### src/dct_pkg.sv
package dct_pkg;
	// Register byte offsets on the APB window
	localparam logic [5:0] DCT_A_CTRL = 6'h00;
	localparam logic [5:0] DCT_A_PRE0 = 6'h04;
	localparam logic [5:0] DCT_A_PRE1 = 6'h08;
	localparam logic [5:0] DCT_A_MODE = 6'h0c;
	localparam logic [5:0] DCT_A_LOAD0 = 6'h10;
	localparam logic [5:0] DCT_A_LOAD1 = 6'h14;
	localparam logic [5:0] DCT_A_CNT0 = 6'h18;
	localparam logic [5:0] DCT_A_CNT1 = 6'h1c;
	localparam logic [5:0] DCT_A_TXD = 6'h20;
	localparam logic [5:0] DCT_A_RXD = 6'h24;
	localparam logic [5:0] DCT_A_STAT = 6'h28;
	// Control register bit positions
	localparam int DCT_B_RUN0 = 0;
	localparam int DCT_B_CONT0 = 1;
	localparam int DCT_B_RUN1 = 2;
	localparam int DCT_B_CONT1 = 3;
	localparam int DCT_B_SER = 4;
	localparam int DCT_B_PAR = 5;
	localparam int DCT_B_RST0 = 6;
	localparam int DCT_B_RST1 = 7;
	localparam int DCT_CTRL_W = 6;
	// Mode register fields
	localparam int DCT_F_SRC = 0;
	localparam int DCT_SRC_W = 3;
	localparam int DCT_F_TSEL = 4;
	localparam int DCT_TSEL_W = 2;
	// Second counter input source codes
	localparam logic [2:0] DCT_SRC_INT = 3'h0;
	localparam logic [2:0] DCT_SRC_EXT = 3'h1;
	localparam logic [2:0] DCT_SRC_GATE = 3'h2;
	localparam logic [2:0] DCT_SRC_TRIG_RE = 3'h3;
	localparam logic [2:0] DCT_SRC_TRIG_NR = 3'h4;
	localparam logic [2:0] DCT_SRC_CASC = 3'h5;
	// Timer output source codes
	localparam logic [1:0] DCT_TO_OFF = 2'h0;
	localparam logic [1:0] DCT_TO_T0 = 2'h1;
	localparam logic [1:0] DCT_TO_T1 = 2'h2;
	localparam logic [1:0] DCT_TO_INT = 2'h3;
	// Internal clock divided by four
	localparam logic [1:0] DCT_DIV_LAST = 2'h3;
	// Sixteen samples per serial bit
	localparam logic [3:0] DCT_OVS_LAST = 4'hf;
	localparam logic [3:0] DCT_OVS_MID = 4'h7;
	// Start, eight data and two stop bits
	localparam logic [3:0] DCT_TX_BITS = 4'hb;
	localparam logic [3:0] DCT_TX_LAST = 4'h1;
	localparam logic [3:0] DCT_RX_LAST = 4'h7;
	// Prescaler and counter end values
	localparam logic [5:0] DCT_PRE_STEP = 6'h01;
	localparam logic [7:0] DCT_CNT_END = 8'h01;
	localparam logic [7:0] DCT_CNT_IDLE = 8'h00;
	// Settings that steer one counter channel
	typedef struct packed {
		logic run;
		logic cont;
		logic [5:0] pre;
		logic [7:0] load;
	} dct_chan_cfg_t;
	// Transmitter and receiver states
	typedef enum logic [1:0] {
		DCT_TX_IDLE = 2'b01,
		DCT_TX_SHIFT = 2'b10
	} dct_tx_st_t;
	typedef enum logic [3:0] {
		DCT_RX_IDLE = 4'b0001,
		DCT_RX_START = 4'b0010,
		DCT_RX_DATA = 4'b0100,
		DCT_RX_STOP = 4'b1000
	} dct_rx_st_t;
	// Odd parity bit over seven data bits
	function automatic logic dct_odd_par(input logic [6:0] d);
		return ~^d;
	endfunction
endpackage

### src/dct_chan.sv
module dct_chan import dct_pkg::*; (
	input logic clk_i,
	input logic srst_i,
	input dct_chan_cfg_t cfg_i,
	input logic restart_i,
	input logic tick_i,
	output logic [7:0] count_o,
	output logic active_o,
	output logic eoc_o
);
	logic [5:0] pre_q;
	logic [5:0] pre_d;
	logic [7:0] cnt_q;
	logic [7:0] cnt_d;
	logic act_q;
	logic act_d;
	logic eoc_q;
	// Source pulse reaches the prescaler only while running
	wire adv_w = tick_i & cfg_i.run & act_q;
	// Prescaler output pulse; a zero ratio wraps through 64 ticks
	wire step_w = adv_w & (pre_q == DCT_PRE_STEP);
	// Zero load wraps through 256 steps
	wire end_w = step_w & (cnt_q == DCT_CNT_END);

	// Next state of prescaler and counter
	always_comb begin
		pre_d = pre_q;
		cnt_d = cnt_q;
		act_d = act_q;
		if (restart_i) begin
			pre_d = cfg_i.pre;
			cnt_d = cfg_i.load;
			act_d = 1'b1;
		end else if (end_w) begin
			pre_d = cfg_i.pre;
			if (cfg_i.cont) begin
				cnt_d = cfg_i.load;
			end else begin
				cnt_d = DCT_CNT_IDLE;
				act_d = 1'b0;
			end
		end else if (step_w) begin
			pre_d = cfg_i.pre;
			cnt_d = cnt_q - 8'h01;
		end else if (adv_w) begin
			pre_d = pre_q - 6'h01;
		end
	end

	// State registers
	always_ff @(posedge clk_i) begin
		if (srst_i) begin
			pre_q <= 6'h00;
			cnt_q <= 8'h00;
			act_q <= 1'b0;
			eoc_q <= 1'b0;
		end else begin
			pre_q <= pre_d;
			cnt_q <= cnt_d;
			act_q <= act_d;
			eoc_q <= end_w;
		end
	end

	assign count_o = cnt_q;
	assign active_o = act_q;
	assign eoc_o = eoc_q;
endmodule

### src/dct_top.sv
// Operation
// - Two 8-bit counters, each with prescaler
// - First prescaler internal; second internal or external
// - Prescaler divides by 1 through 64
// - Counter decrements loaded value 1 to 256
// - End of count raises its request line
// - Start, stop, resume or restart each counter
// - Single-pass halt or continuous reload
// - Counts readable anytime; prescalers not readable
// - Second source: clock over four or pin
// - Pin acts as clock, trigger or gate
// - Cascade first counter into second
// - Timer output pin from selectable source
// - Eight data bits; eighth is odd parity
// - Each sent character raises shared request
// - Parity error replaces received bit seven
// - Each received character raises receive request
// - Receive and transmit on their port lines
// - One start and two stop bits added
// - Bit rate comes from first counter
//
// The address map and the APB register port are this design's own decisions.
module dct_top import dct_pkg::*; (
	input logic clk_i,
	input logic srst_i,
	input logic psel_i,
	input logic penable_i,
	input logic pwrite_i,
	input logic [5:0] paddr_i,
	input logic [31:0] pwdata_i,
	output logic [31:0] prdata_o,
	output logic pready_o,
	output logic pslverr_o,
	input logic timer_input_pin_i,
	output logic timer_output_pin_o,
	input logic serial_receive_line_i,
	output logic serial_transmit_line_o,
	output logic receive_request_o,
	output logic transmit_or_first_count_request_o,
	output logic second_count_request_o
);
	// Bus answer registers
	logic pready_q;
	logic pslverr_q;
	logic [31:0] prdata_q;
	logic [31:0] rdata_w;
	// Software settings
	logic [5:0] ctrl_q;
	logic [5:0] pre0_q;
	logic [5:0] pre1_q;
	logic [2:0] src_q;
	logic [1:0] tsel_q;
	logic [7:0] load0_q;
	logic [7:0] load1_q;
	logic rst0_q;
	logic rst1_q;
	// Clock divider and pin samples
	logic [1:0] div_q;
	logic tin_q;
	logic tin_prev_q;
	logic timer_output_pin_q;
	// Serial state
	dct_tx_st_t tx_st_q;
	logic [10:0] tx_sh_q;
	logic [3:0] tx_div_q;
	logic [3:0] tx_cnt_q;
	logic tx_done_q;
	logic tx_line_q;
	dct_rx_st_t rx_st_q;
	logic rx_q;
	logic [7:0] rx_sh_q;
	logic [3:0] rx_div_q;
	logic [3:0] rx_cnt_q;
	logic [7:0] rxd_q;
	logic rx_full_q;
	logic rx_done_q;
	// Request pulses
	logic req3_q;
	logic req4_q;
	logic req5_q;
	// Channel results
	logic [7:0] cnt0_w;
	logic [7:0] cnt1_w;
	logic act0_w;
	logic act1_w;
	logic t0_eoc_w;
	logic t1_eoc_w;
	dct_chan_cfg_t cfg0_w;
	dct_chan_cfg_t cfg1_w;

	// APB phases: one wait state, then the answer
	wire acc_w = psel_i & penable_i & ~pready_q;
	wire done_w = psel_i & penable_i & pready_q;
	wire wr_w = done_w & pwrite_i;
	wire rd_w = done_w & ~pwrite_i;
	// Address decode
	wire sel_ctrl_w = (paddr_i == DCT_A_CTRL);
	wire sel_pre0_w = (paddr_i == DCT_A_PRE0);
	wire sel_pre1_w = (paddr_i == DCT_A_PRE1);
	wire sel_mode_w = (paddr_i == DCT_A_MODE);
	wire sel_load0_w = (paddr_i == DCT_A_LOAD0);
	wire sel_load1_w = (paddr_i == DCT_A_LOAD1);
	wire sel_cnt0_w = (paddr_i == DCT_A_CNT0);
	wire sel_cnt1_w = (paddr_i == DCT_A_CNT1);
	wire sel_txd_w = (paddr_i == DCT_A_TXD);
	wire sel_rxd_w = (paddr_i == DCT_A_RXD);
	wire sel_stat_w = (paddr_i == DCT_A_STAT);
	// Prescalers are write only, counts read only
	wire wr_hit_w = sel_ctrl_w | sel_pre0_w | sel_pre1_w | sel_mode_w | sel_load0_w
		| sel_load1_w | sel_txd_w;
	wire rd_hit_w = sel_ctrl_w | sel_mode_w | sel_load0_w | sel_load1_w | sel_cnt0_w
		| sel_cnt1_w | sel_rxd_w | sel_stat_w;
	wire err_w = pwrite_i ? ~wr_hit_w : ~rd_hit_w;
	// Control bit names
	wire ser_en_w = ctrl_q[DCT_B_SER];
	wire par_en_w = ctrl_q[DCT_B_PAR];
	wire tx_busy_w = (tx_st_q != DCT_TX_IDLE);

	// Read data selection
	always_comb begin
		rdata_w = 32'h0000_0000;
		if (sel_ctrl_w) begin
			rdata_w = {26'h0, ctrl_q};
		end else if (sel_mode_w) begin
			rdata_w = {26'h0, tsel_q, 1'b0, src_q};
		end else if (sel_load0_w) begin
			rdata_w = {24'h0, load0_q};
		end else if (sel_load1_w) begin
			rdata_w = {24'h0, load1_q};
		end else if (sel_cnt0_w) begin
			rdata_w = {24'h0, cnt0_w};
		end else if (sel_cnt1_w) begin
			rdata_w = {24'h0, cnt1_w};
		end else if (sel_rxd_w) begin
			rdata_w = {24'h0, rxd_q};
		end else if (sel_stat_w) begin
			rdata_w = {28'h0, act1_w, act0_w, rx_full_q, tx_busy_w};
		end
	end

	// Bus answer: data and error sampled in the first access cycle
	always_ff @(posedge clk_i) begin
		if (srst_i) begin
			pready_q <= 1'b0;
			pslverr_q <= 1'b0;
			prdata_q <= 32'h0000_0000;
		end else begin
			pready_q <= acc_w;
			pslverr_q <= acc_w & err_w;
			if (acc_w) begin
				prdata_q <= pwrite_i ? 32'h0000_0000 : rdata_w;
			end
		end
	end

	// Software writes to the setting registers
	always_ff @(posedge clk_i) begin
		if (srst_i) begin
			ctrl_q <= 6'h00;
			pre0_q <= 6'h00;
			pre1_q <= 6'h00;
			src_q <= DCT_SRC_INT;
			tsel_q <= DCT_TO_OFF;
			load0_q <= 8'h00;
			load1_q <= 8'h00;
		end else if (wr_w) begin
			if (sel_ctrl_w) ctrl_q <= pwdata_i[DCT_CTRL_W-1:0];
			if (sel_pre0_w) pre0_q <= pwdata_i[5:0];
			if (sel_pre1_w) pre1_q <= pwdata_i[5:0];
			if (sel_mode_w) src_q <= pwdata_i[DCT_F_SRC +: DCT_SRC_W];
			if (sel_mode_w) tsel_q <= pwdata_i[DCT_F_TSEL +: DCT_TSEL_W];
			if (sel_load0_w) load0_q <= pwdata_i[7:0];
			if (sel_load1_w) load1_q <= pwdata_i[7:0];
		end
	end

	// Restart bits act once and read back as zero
	always_ff @(posedge clk_i) begin
		if (srst_i) begin
			rst0_q <= 1'b0;
			rst1_q <= 1'b0;
		end else begin
			rst0_q <= wr_w & sel_ctrl_w & pwdata_i[DCT_B_RST0];
			rst1_q <= wr_w & sel_ctrl_w & pwdata_i[DCT_B_RST1];
		end
	end

	// Internal clock over four, and pin samples for edge finding
	always_ff @(posedge clk_i) begin
		if (srst_i) begin
			div_q <= 2'h0;
			tin_q <= 1'b0;
			tin_prev_q <= 1'b0;
			rx_q <= 1'b1;
		end else begin
			div_q <= div_q + 2'h1;
			tin_q <= timer_input_pin_i;
			tin_prev_q <= tin_q;
			rx_q <= serial_receive_line_i;
		end
	end
	wire int_tick_w = (div_q == DCT_DIV_LAST);
	wire tin_rise_w = tin_q & ~tin_prev_q;

	// Pin role follows the mode field
	wire trig_re_w = (src_q == DCT_SRC_TRIG_RE) & tin_rise_w;
	// A running non-retriggerable count ignores further edges
	wire trig_nr_w = (src_q == DCT_SRC_TRIG_NR) & tin_rise_w & ~act1_w;
	// Second source mux; cascade from first end
	wire t1_tick_w = (src_q == DCT_SRC_EXT) ? tin_rise_w
		: (src_q == DCT_SRC_GATE) ? (int_tick_w & tin_q)
		: (src_q == DCT_SRC_CASC) ? t0_eoc_w
		: int_tick_w;
	wire t1_rst_w = rst1_q | trig_re_w | trig_nr_w;

	assign cfg0_w = {ctrl_q[DCT_B_RUN0], ctrl_q[DCT_B_CONT0], pre0_q, load0_q};
	assign cfg1_w = {ctrl_q[DCT_B_RUN1], ctrl_q[DCT_B_CONT1], pre1_q, load1_q};
	// First channel on the internal clock only
	dct_chan u_first_counter (
		.clk_i(clk_i),
		.srst_i(srst_i),
		.cfg_i(cfg0_w),
		.restart_i(rst0_q),
		.tick_i(int_tick_w),
		.count_o(cnt0_w),
		.active_o(act0_w),
		.eoc_o(t0_eoc_w)
	);
	dct_chan u_second_counter (
		.clk_i(clk_i),
		.srst_i(srst_i),
		.cfg_i(cfg1_w),
		.restart_i(t1_rst_w),
		.tick_i(t1_tick_w),
		.count_o(cnt1_w),
		.active_o(act1_w),
		.eoc_o(t1_eoc_w)
	);

	// Timer output toggles on the chosen source
	always_ff @(posedge clk_i) begin
		if (srst_i) begin
			timer_output_pin_q <= 1'b0;
		end else begin
			case (tsel_q)
				DCT_TO_T0: timer_output_pin_q <= timer_output_pin_q ^ t0_eoc_w;
				DCT_TO_T1: timer_output_pin_q <= timer_output_pin_q ^ t1_eoc_w;
				DCT_TO_INT: timer_output_pin_q <= timer_output_pin_q ^ int_tick_w;
				default: timer_output_pin_q <= 1'b0;
			endcase
		end
	end

	// Sixteen serial ticks per bit, from the first end of count
	wire ser_tick_w = ser_en_w & t0_eoc_w;
	// Bit seven is data or odd parity
	wire tx_b7_w = par_en_w ? dct_odd_par(pwdata_i[6:0]) : pwdata_i[7];
	// Start bit low, two stop bits high
	wire [10:0] tx_frame_w = {2'b11, tx_b7_w, pwdata_i[6:0], 1'b0};
	// Writes while busy or with serial off are dropped
	wire tx_go_w = wr_w & sel_txd_w & ser_en_w & ~tx_busy_w;

	// Transmitter: shifts out LSB first
	always_ff @(posedge clk_i) begin
		if (srst_i) begin
			tx_st_q <= DCT_TX_IDLE;
			tx_sh_q <= 11'h7ff;
			tx_div_q <= 4'h0;
			tx_cnt_q <= 4'h0;
			tx_done_q <= 1'b0;
		end else begin
			tx_done_q <= 1'b0;
			case (tx_st_q)
				DCT_TX_IDLE: if (tx_go_w) begin
					tx_sh_q <= tx_frame_w;
					tx_cnt_q <= DCT_TX_BITS;
					tx_div_q <= 4'h0;
					tx_st_q <= DCT_TX_SHIFT;
				end
				DCT_TX_SHIFT: if (ser_tick_w) begin
					tx_div_q <= tx_div_q + 4'h1;
					if (tx_div_q == DCT_OVS_LAST) begin
						tx_sh_q <= {1'b1, tx_sh_q[10:1]};
						tx_cnt_q <= tx_cnt_q - 4'h1;
						if (tx_cnt_q == DCT_TX_LAST) begin
							tx_st_q <= DCT_TX_IDLE;
							tx_done_q <= 1'b1;
						end
					end
				end
				default: tx_st_q <= DCT_TX_IDLE;
			endcase
		end
	end

	always_ff @(posedge clk_i) begin
		if (srst_i) begin
			tx_line_q <= 1'b1;
		end else begin
			tx_line_q <= (tx_st_q == DCT_TX_SHIFT) ? tx_sh_q[0] : 1'b1;
		end
	end

	// Odd parity over all eight received bits must be one
	wire perr_w = ~^rx_sh_q;
	// Parity error flag takes bit seven's place
	wire [7:0] rx_word_w = par_en_w ? {perr_w, rx_sh_q[6:0]} : rx_sh_q;
	wire rx_fin_w = ser_tick_w & (rx_st_q == DCT_RX_STOP) & (rx_div_q == DCT_OVS_LAST);

	// Receiver relies on start, eight data, one stop
	always_ff @(posedge clk_i) begin
		if (srst_i) begin
			rx_st_q <= DCT_RX_IDLE;
			rx_div_q <= 4'h0;
			rx_cnt_q <= 4'h0;
			rx_sh_q <= 8'h00;
		end else if (ser_tick_w) begin
			rx_div_q <= rx_div_q + 4'h1;
			case (rx_st_q)
				DCT_RX_IDLE: begin
					rx_div_q <= 4'h0;
					if (!rx_q) rx_st_q <= DCT_RX_START;
				end
				// Mid-bit check filters short glitches
				DCT_RX_START: if (rx_div_q == DCT_OVS_MID) begin
					rx_div_q <= 4'h0;
					rx_cnt_q <= 4'h0;
					rx_st_q <= rx_q ? DCT_RX_IDLE : DCT_RX_DATA;
				end
				DCT_RX_DATA: if (rx_div_q == DCT_OVS_LAST) begin
					rx_sh_q <= {rx_q, rx_sh_q[7:1]};
					rx_cnt_q <= rx_cnt_q + 4'h1;
					if (rx_cnt_q == DCT_RX_LAST) rx_st_q <= DCT_RX_STOP;
				end
				// Stop bit level is not judged; extra stops look idle
				DCT_RX_STOP: if (rx_div_q == DCT_OVS_LAST) rx_st_q <= DCT_RX_IDLE;
				default: rx_st_q <= DCT_RX_IDLE;
			endcase
		end
	end

	// Received word, full flag: a new word wins over a read clear
	always_ff @(posedge clk_i) begin
		if (srst_i) begin
			rxd_q <= 8'h00;
			rx_full_q <= 1'b0;
			rx_done_q <= 1'b0;
		end else begin
			rx_done_q <= rx_fin_w;
			if (rx_fin_w) rxd_q <= rx_word_w;
			rx_full_q <= rx_fin_w | (rx_full_q & ~(rd_w & sel_rxd_w));
		end
	end

	always_ff @(posedge clk_i) begin
		if (srst_i) begin
			req3_q <= 1'b0;
			req4_q <= 1'b0;
			req5_q <= 1'b0;
		end else begin
			req3_q <= rx_done_q;
			req4_q <= t0_eoc_w | tx_done_q;
			req5_q <= t1_eoc_w;
		end
	end

	assign prdata_o = prdata_q;
	assign pready_o = pready_q;
	assign pslverr_o = pslverr_q;
	assign timer_output_pin_o = timer_output_pin_q;
	assign serial_transmit_line_o = tx_line_q;
	assign receive_request_o = req3_q;
	assign transmit_or_first_count_request_o = req4_q;
	assign second_count_request_o = req5_q;
endmodule

### config.mk
export PLATFORM = sky130hd
export DESIGN_NAME = dct_top
export DESIGN_NICKNAME = d
export VERILOG_FILES = /design/src/dct_pkg.sv /design/src/dct_chan.sv /design/src/dct_top.sv
export SDC_FILE = /design/constraint.sdc
export NUM_CORES = 1
export LEC_CHECK = 0
export BUFFER_PORTS_ARGS = -buffer_cell sky130_fd_sc_hd__clkbuf_2
export CAP_MARGIN = 25
export CORE_ASPECT_RATIO = 0.7
export CORE_MARGIN = 2
export CORE_UTILIZATION = 31
export DETAILED_ROUTE_END_ITERATION = 8
export GPL_TIMING_DRIVEN = 0
export HOLD_SLACK_MARGIN = 0.06
export PLACE_DENSITY = 0.52
export SLEW_MARGIN = 25
export SYNTH_ARGS = -nofsm -noshare
export SYNTH_HDL_FRONTEND = slang
export SYNTH_SLANG_ARGS = --single-unit
### constraint.sdc
create_clock -name clk_i -period 5.4 [get_ports clk_i]
set_input_delay 1.08 -clock clk_i [delete_from_list [all_inputs] [get_ports clk_i]]
set_output_delay 1.08 -clock clk_i [all_outputs]
set_load 0.02 [all_outputs]
==> impl_metrics.tcl, run 1 <==
set metrics [dict create \
    cts_tree "built" \
    start_kind "input port" \
    ctsResizeCount 0 \
    fmax_ghz 0.346 \
    hp-class "reg2reg" \
    hold_buffers 0 \
    synth_seq_area_share_pct 38.7 \
    end_kind "register" \
    rows 47 \
    synth_area_sq_um 7390 \
    slowest_stage "nor3_2" \
    cts_setup_buffers 0 \
    ys_top_cells_by_area "dfxtp_1 (39%), mux2i_1 (6.5%), nor2_1 (6.1%)" \
    start_util_pct 31.4 \
    htreeDepth 4 \
    core-area_sq_um 23500 \
    grt_max_degree 17 \
    ir_worst_vdd_uv 208 \
    vias 6824 \
    grtUsageTotal_pct 19.4 \
    crit_arrival_ps 3180 \
    maxCapViolCount 0 \
    drv_slew 0 \
    die-height_microns 133 \
    critPathKind "in2reg" \
    setup_viol 0 \
    cts_made_buffers 17 \
    fin_nets 1015 \
    hold_viol_final 0 \
    yosysWarnings 0 \
    totalWireLength_mm 24.0 \
    outcome "completed" \
    clkPwrFrac_pct 49.3 \
    worst_pin_slew_ps 911 \
    cp_num_buf_inv 1 \
    post_drt_wl_per_cell_microns 18.7 \
    finalSetupTns_ps 0 \
    path_clk_slew_ps 60 \
    antenna_left 0 \
    path_max_fanout 9 \
    finalWeightedCongestion 0.926 \
    pin_count 84 \
    insertion_delay_ps 430 \
    hpwlAfterDp_mm 17.8 \
    postPlaceCellArea_sq_um 8000 \
    cts-root-buf "clkbuf_16" \
    fin_worst_skew_ps 11.3 \
    relSlewSlack_pct 39.2 \
    power.share.sequential_pct 45.2 \
    dr.pass1.iters 7 \
    cp_cell_sequence "buf_2, nand4_2, nor3_2, nand4_1, mux2i_1, nor2_1" \
    synth_top_area_share_pct 38.7 \
    syn_inst 889 \
    yosysMostFrequentCell "dfxtp_1" \
    p_int_uw 1780 \
    drt_iter0_markers 729 \
    drcViolationCount 0 \
    final_cell_area_sq_um 8570 \
    n_antenna_cell 0 \
    grt_pass1_vias 6087 \
    sw_frac_of_total_pct 24.0 \
    powerDensity_nw_per_um2 274 \
    synth_seq_cells 143 \
    pwr-share-comb_pct 5.5 \
    async_flop_share_pct 0 \
    period_minus_slack_ps 2890 \
    die_x_microns 189 \
    grt_pass1_wl_mm 37.0 \
    drive_above_1_share_pct 12.8 \
    required_ps 5690 \
    avgViaCountPerCell 5.31 \
    cts.sinks 143 \
    cpLargestDelayFamily "simple AND/OR/NAND/NOR gates" \
    synthTopCellsByCount "dfxtp_1 (143), nor2_1 (121), nand2_1 (90)" \
    grt-ovfl-total 0 \
    area_growth_pct 15.9 \
    leakagePower_uw 0.00330 \
    rsz0062_at_grt "false" \
    synth-edff-count 0 \
    synth_top_area_cell "dfxtp_1" \
    avgSynthCellArea_sq_um 8.32 \
    cts_max_path_buffers 2 \
    die-area_sq_um 25100 \
    yosys.cell_types.count 76 \
    numPortBuffers 25 \
    period_share_pct 53.5 \
    max_stage_delay_ps 640 \
    ys.flop_type "dfxtp_1" \
    antenna_found_initial 0 \
    power_switching_uw 565 \
]
[layer usage]
layer	wire, microns	up-vias	GRT usage (%)
li1	-	3270	-
met1	12400	3241	30.5
met2	8920	289	24.9
met3	2410	24	5.82
met4	304	0	4.69
met5	0	-	0
[power by group through the flow]
stage          registers (uW)  clock network (uW)  logic (uW)
2_1_floorplan            1080                   0        84.5
3_3_place_gp             1080                   0         127
3_5_place_dp             1080                   0         127
4_1_cts                  1060                1180         128
5_1_grt                  1060                1220         137
6_report                 1060                1160         129
[sequential cells by signal, indices dropped and copies added (netlist names), 3 cells and up]
signal and count:
load0_q 8, src_q 3, tx_div_q 4, load1_q 8
rx_div_q 4, rx_cnt_q 4, ctrl_q 6, prdata_o 8
u_second_counter.count_o 8, tx_sh_q 9, rx_st_q 4, u_second_counter.pre_q 6
rx_sh_q 8, tx_cnt_q 4, rxd_q 8, pre1_q 6
pre0_q 6, u_first_counter.pre_q 6, u_first_counter.count_o 8
[layout by cell type (no fill, tap or decap), types with 24 or more instances in the layout]
master	Yosys	final
nand2_1	90	90
o21ai_0	29	29
a21oi_1	70	70
clkbuf_1	34	37
mux2i_1	48	48
conb_1	1	24
clkbuf_2	0	25
nor2_1	121	121
dfxtp_1	143	143
buf_4	26	26
[final timing paths]
path | startpoint | slack [ps] | cells after the start | to
max | pwrite_i | 2510 | 6 | tsel_q[0]
min | div_q[0] | 420 | 1 | div_q[0]
max reg2reg | div_q[0] | 2790 | 8 | u_first_counter.count_o[2]
min reg2reg | div_q[0] | 420 | 1 | div_q[0]
[cell type report]
cell class                      count  area (sq um)
Fill cell                        2486         15000
Timing Repair Buffer               25           125
Clock inverter                      9           114
Sequential cell                   143          2860
Tap cell                          318           398
Inverter                           24          90.1
Multi-Input combinational cell    668          4110
Buffer                             77           417
Clock buffer                       21           450
[logic make-up after synthesis]
group                    synth area share [%]
AND/OR/NAND/NOR                          24.3
AO/OA/AOI/OAI                            17.9
flip-flops                               38.7
buffers and inverters                    6.85
multiplexers                             6.65
XOR/XNOR                                 3.20
adder cells (fa/ha/maj)                  2.37
other                                  0.0507
[metrics by stage]
stage          power (uW)  util [%]  setup slack, ps  hold slack, ps  instances
2_1_floorplan        1170         -             2820             399        912
3_3_place_gp         1210      34.0             2190             417       1255
3_5_place_dp         1210      34.0             2180             423       1255
4_1_cts              2360      36.4             2620             432       1285
5_1_grt              2420      36.4             2480             473       1285
6_report             2350      36.4             2510             425       1285
(Power assumes the default switching activity.)
==> inputs of run 2 (changes only) <==
- PLACE_DENSITY: 0.52 -> 0.53
- clock period: 5.4 -> 2.52 ns (I/O delays scaled with it)
==> impl_metrics.tcl, run 2 (same netlist as run 1, synthesis figures left out) <==
set metrics [dict create \
    insertion_delay_ps 430 \
    fillCellCount 2479 \
    mostFrequentLayoutCell "dfxtp_1" \
    cts.sinks 143 \
    antenna_found_initial 0 \
    ir_worst_vdd_uv 463 \
    fin_nets 1014 \
    period_share_pct 95.9 \
    crit_arrival_ps 2700 \
    multi_input_area_sq_um 4120 \
    setup_viol 0 \
    r2r_end "src_q[1]" \
    dr.pass1.iters 7 \
    fin_cells 1286 \
    die_x_microns 189 \
    fin_worst_skew_ps 10.0 \
    start_util_pct 31.4 \
    htreeDepth 4 \
    pwr-share-comb_pct 5.3 \
    relSlewSlack_pct 38.5 \
    register_area_sq_um 2860 \
    crit_path_start "pready_o" \
    power_uw 5240 \
    totalWireLength_mm 23.9 \
    cts_max_path_buffers 2 \
    grt_pass1_wl_mm 37.2 \
    hp-class "in2reg" \
    fmax_ghz 0.414 \
    maxCapViolCount 0 \
    critPathKind "reg2reg" \
    core-area_sq_um 23500 \
    vias 6816 \
    sw_frac_of_total_pct 24.5 \
    start_kind "register" \
    worst_pin_slew_ps 914 \
    hold_buffers 0 \
    finalWeightedCongestion 0.943 \
    cts-root-buf "clkbuf_16" \
    clkPwrFrac_pct 51.3 \
    power_switching_uw 1280 \
    dp_cells 1255 \
    avgViaCountPerCell 5.30 \
    largest_reg_flops 9 \
    top_register "tx_sh_q" \
    grt_max_degree 17 \
    rsz0062_at_grt "false" \
    critPathCapture "src_q[1]" \
    numPortBuffers 25 \
    outcome "completed" \
    rows 47 \
    end_kind "register" \
    drt_iter0_markers 707 \
    final_util_pct 36.7 \
    required_ps 2810 \
    period_minus_slack_ps 2420 \
    die-area_sq_um 25100 \
    grt-ovfl-total 0 \
    antenna_left 0 \
    cts_made_buffers 17 \
    hpwlAfterDp_mm 17.8 \
    final_cell_mix "dfxtp_1 (143), nor2_1 (121), nand2_1 (90)" \
    pin_count 84 \
    reg2reg_depth 5 \
    ff2ff_setup_slack_ps 100 \
    drv_slew 0 \
    grt_pass1_vias 6248 \
    path_max_fanout 9 \
    power.share.sequential_pct 43.3 \
    path_clk_slew_ps 70 \
    hold_viol_final 0 \
    p_int_uw 3960 \
    area_growth_pct 16.7 \
    powerDensity_nw_per_um2 608 \
    die-height_microns 133 \
    drcViolationCount 0 \
    r2r_start "pready_o" \
    grtUsageTotal_pct 19.4 \
    cts_tree "built" \
    n_antenna_cell 0 \
    whs_ps 260 \
    drive_above_1_share_pct 13.4 \
    leakagePower_uw 0.00334 \
    post_drt_wl_per_cell_microns 18.6 \
]
## run 2: changes by cell type in the layout (fill, tap and decap cells not counted)
cell,delta
a31oi_1,-1
a31oi_2,+1
bufinv_16,+1
clkbuf_1,-3
clkinv_4,-2
clkinvlp_4,-2
inv_6,+6
inv_8,+1
o21ai_1,-1
o21ai_2,+1
## run 2: metrics by stage
step / worst slack (ps) / cell area (sq um) / TNS, ps
CTS: 89.3 / 8620 / 0
finish: 104 / 8630 / 0
detailed placement: -51.2 / 8000 / -526
global placement: -104 / 8000 / -1150
floorplan: 518 / 7480 / 0
global route: 17.7 / 8630 / 0
## run 2: final cells by class
type                       instances  area share, %
timing repair buffer              25           1.45
multi-input combinational        668           47.8
clock inverter                    13           2.03
sequential                       143           33.2
clock buffer                      19           5.13
inverter                          24           1.04
tap                              318           4.61
buffer                            76           4.79
## run 2: critical path, cell delays in order, from the launching register on
cell and delay [ps]:
dfxtp_1 390, nand4_2 330, nor3_2 610, nand4_1 560
mux2i_1 310, nor2_1 70
## run 2: worst min-delay path by stage
| stage | slack [ps] | startpoint | depth (start not counted) | to |
|---|---|---|---|---|
| global route | 260 | serial_receive_line_i | 2 | rx_q |
| detailed placement | 420 | div_q[0] | 1 | div_q[0] |
| floorplan | 400 | div_q[0] | 1 | div_q[0] |
| CTS | 250 | serial_receive_line_i | 2 | rx_q |
| finish | 260 | serial_receive_line_i | 2 | rx_q |
| global placement | 410 | div_q[0] | 1 | div_q[0] |
## run 2: power by group through the flow
stage	Sequential, uW	Clock, uW	Combinational, uW
2_1_floorplan	2320	0	181
3_3_place_gp	2320	0	271
3_5_place_dp	2320	0	270
4_1_cts	2270	2730	272
5_1_grt	2270	2840	296
6_report	2270	2690	278
## run 2: repair_timing
action	in CTS	in global routing
hold endpoints to repair	0	0
resized for setup	0	2
endpoints found under the setup margin	0	12
setup buffers	0	0
## run 2: metal layers
metal	global-route usage, %	vias to the layer above	part of all wire, %
li1	-	3284	-
met1	29.3	3202	50
met2	24.2	308	37
met3	8.27	22	12
met4	5.43	0	1.1
met5	0	-	0
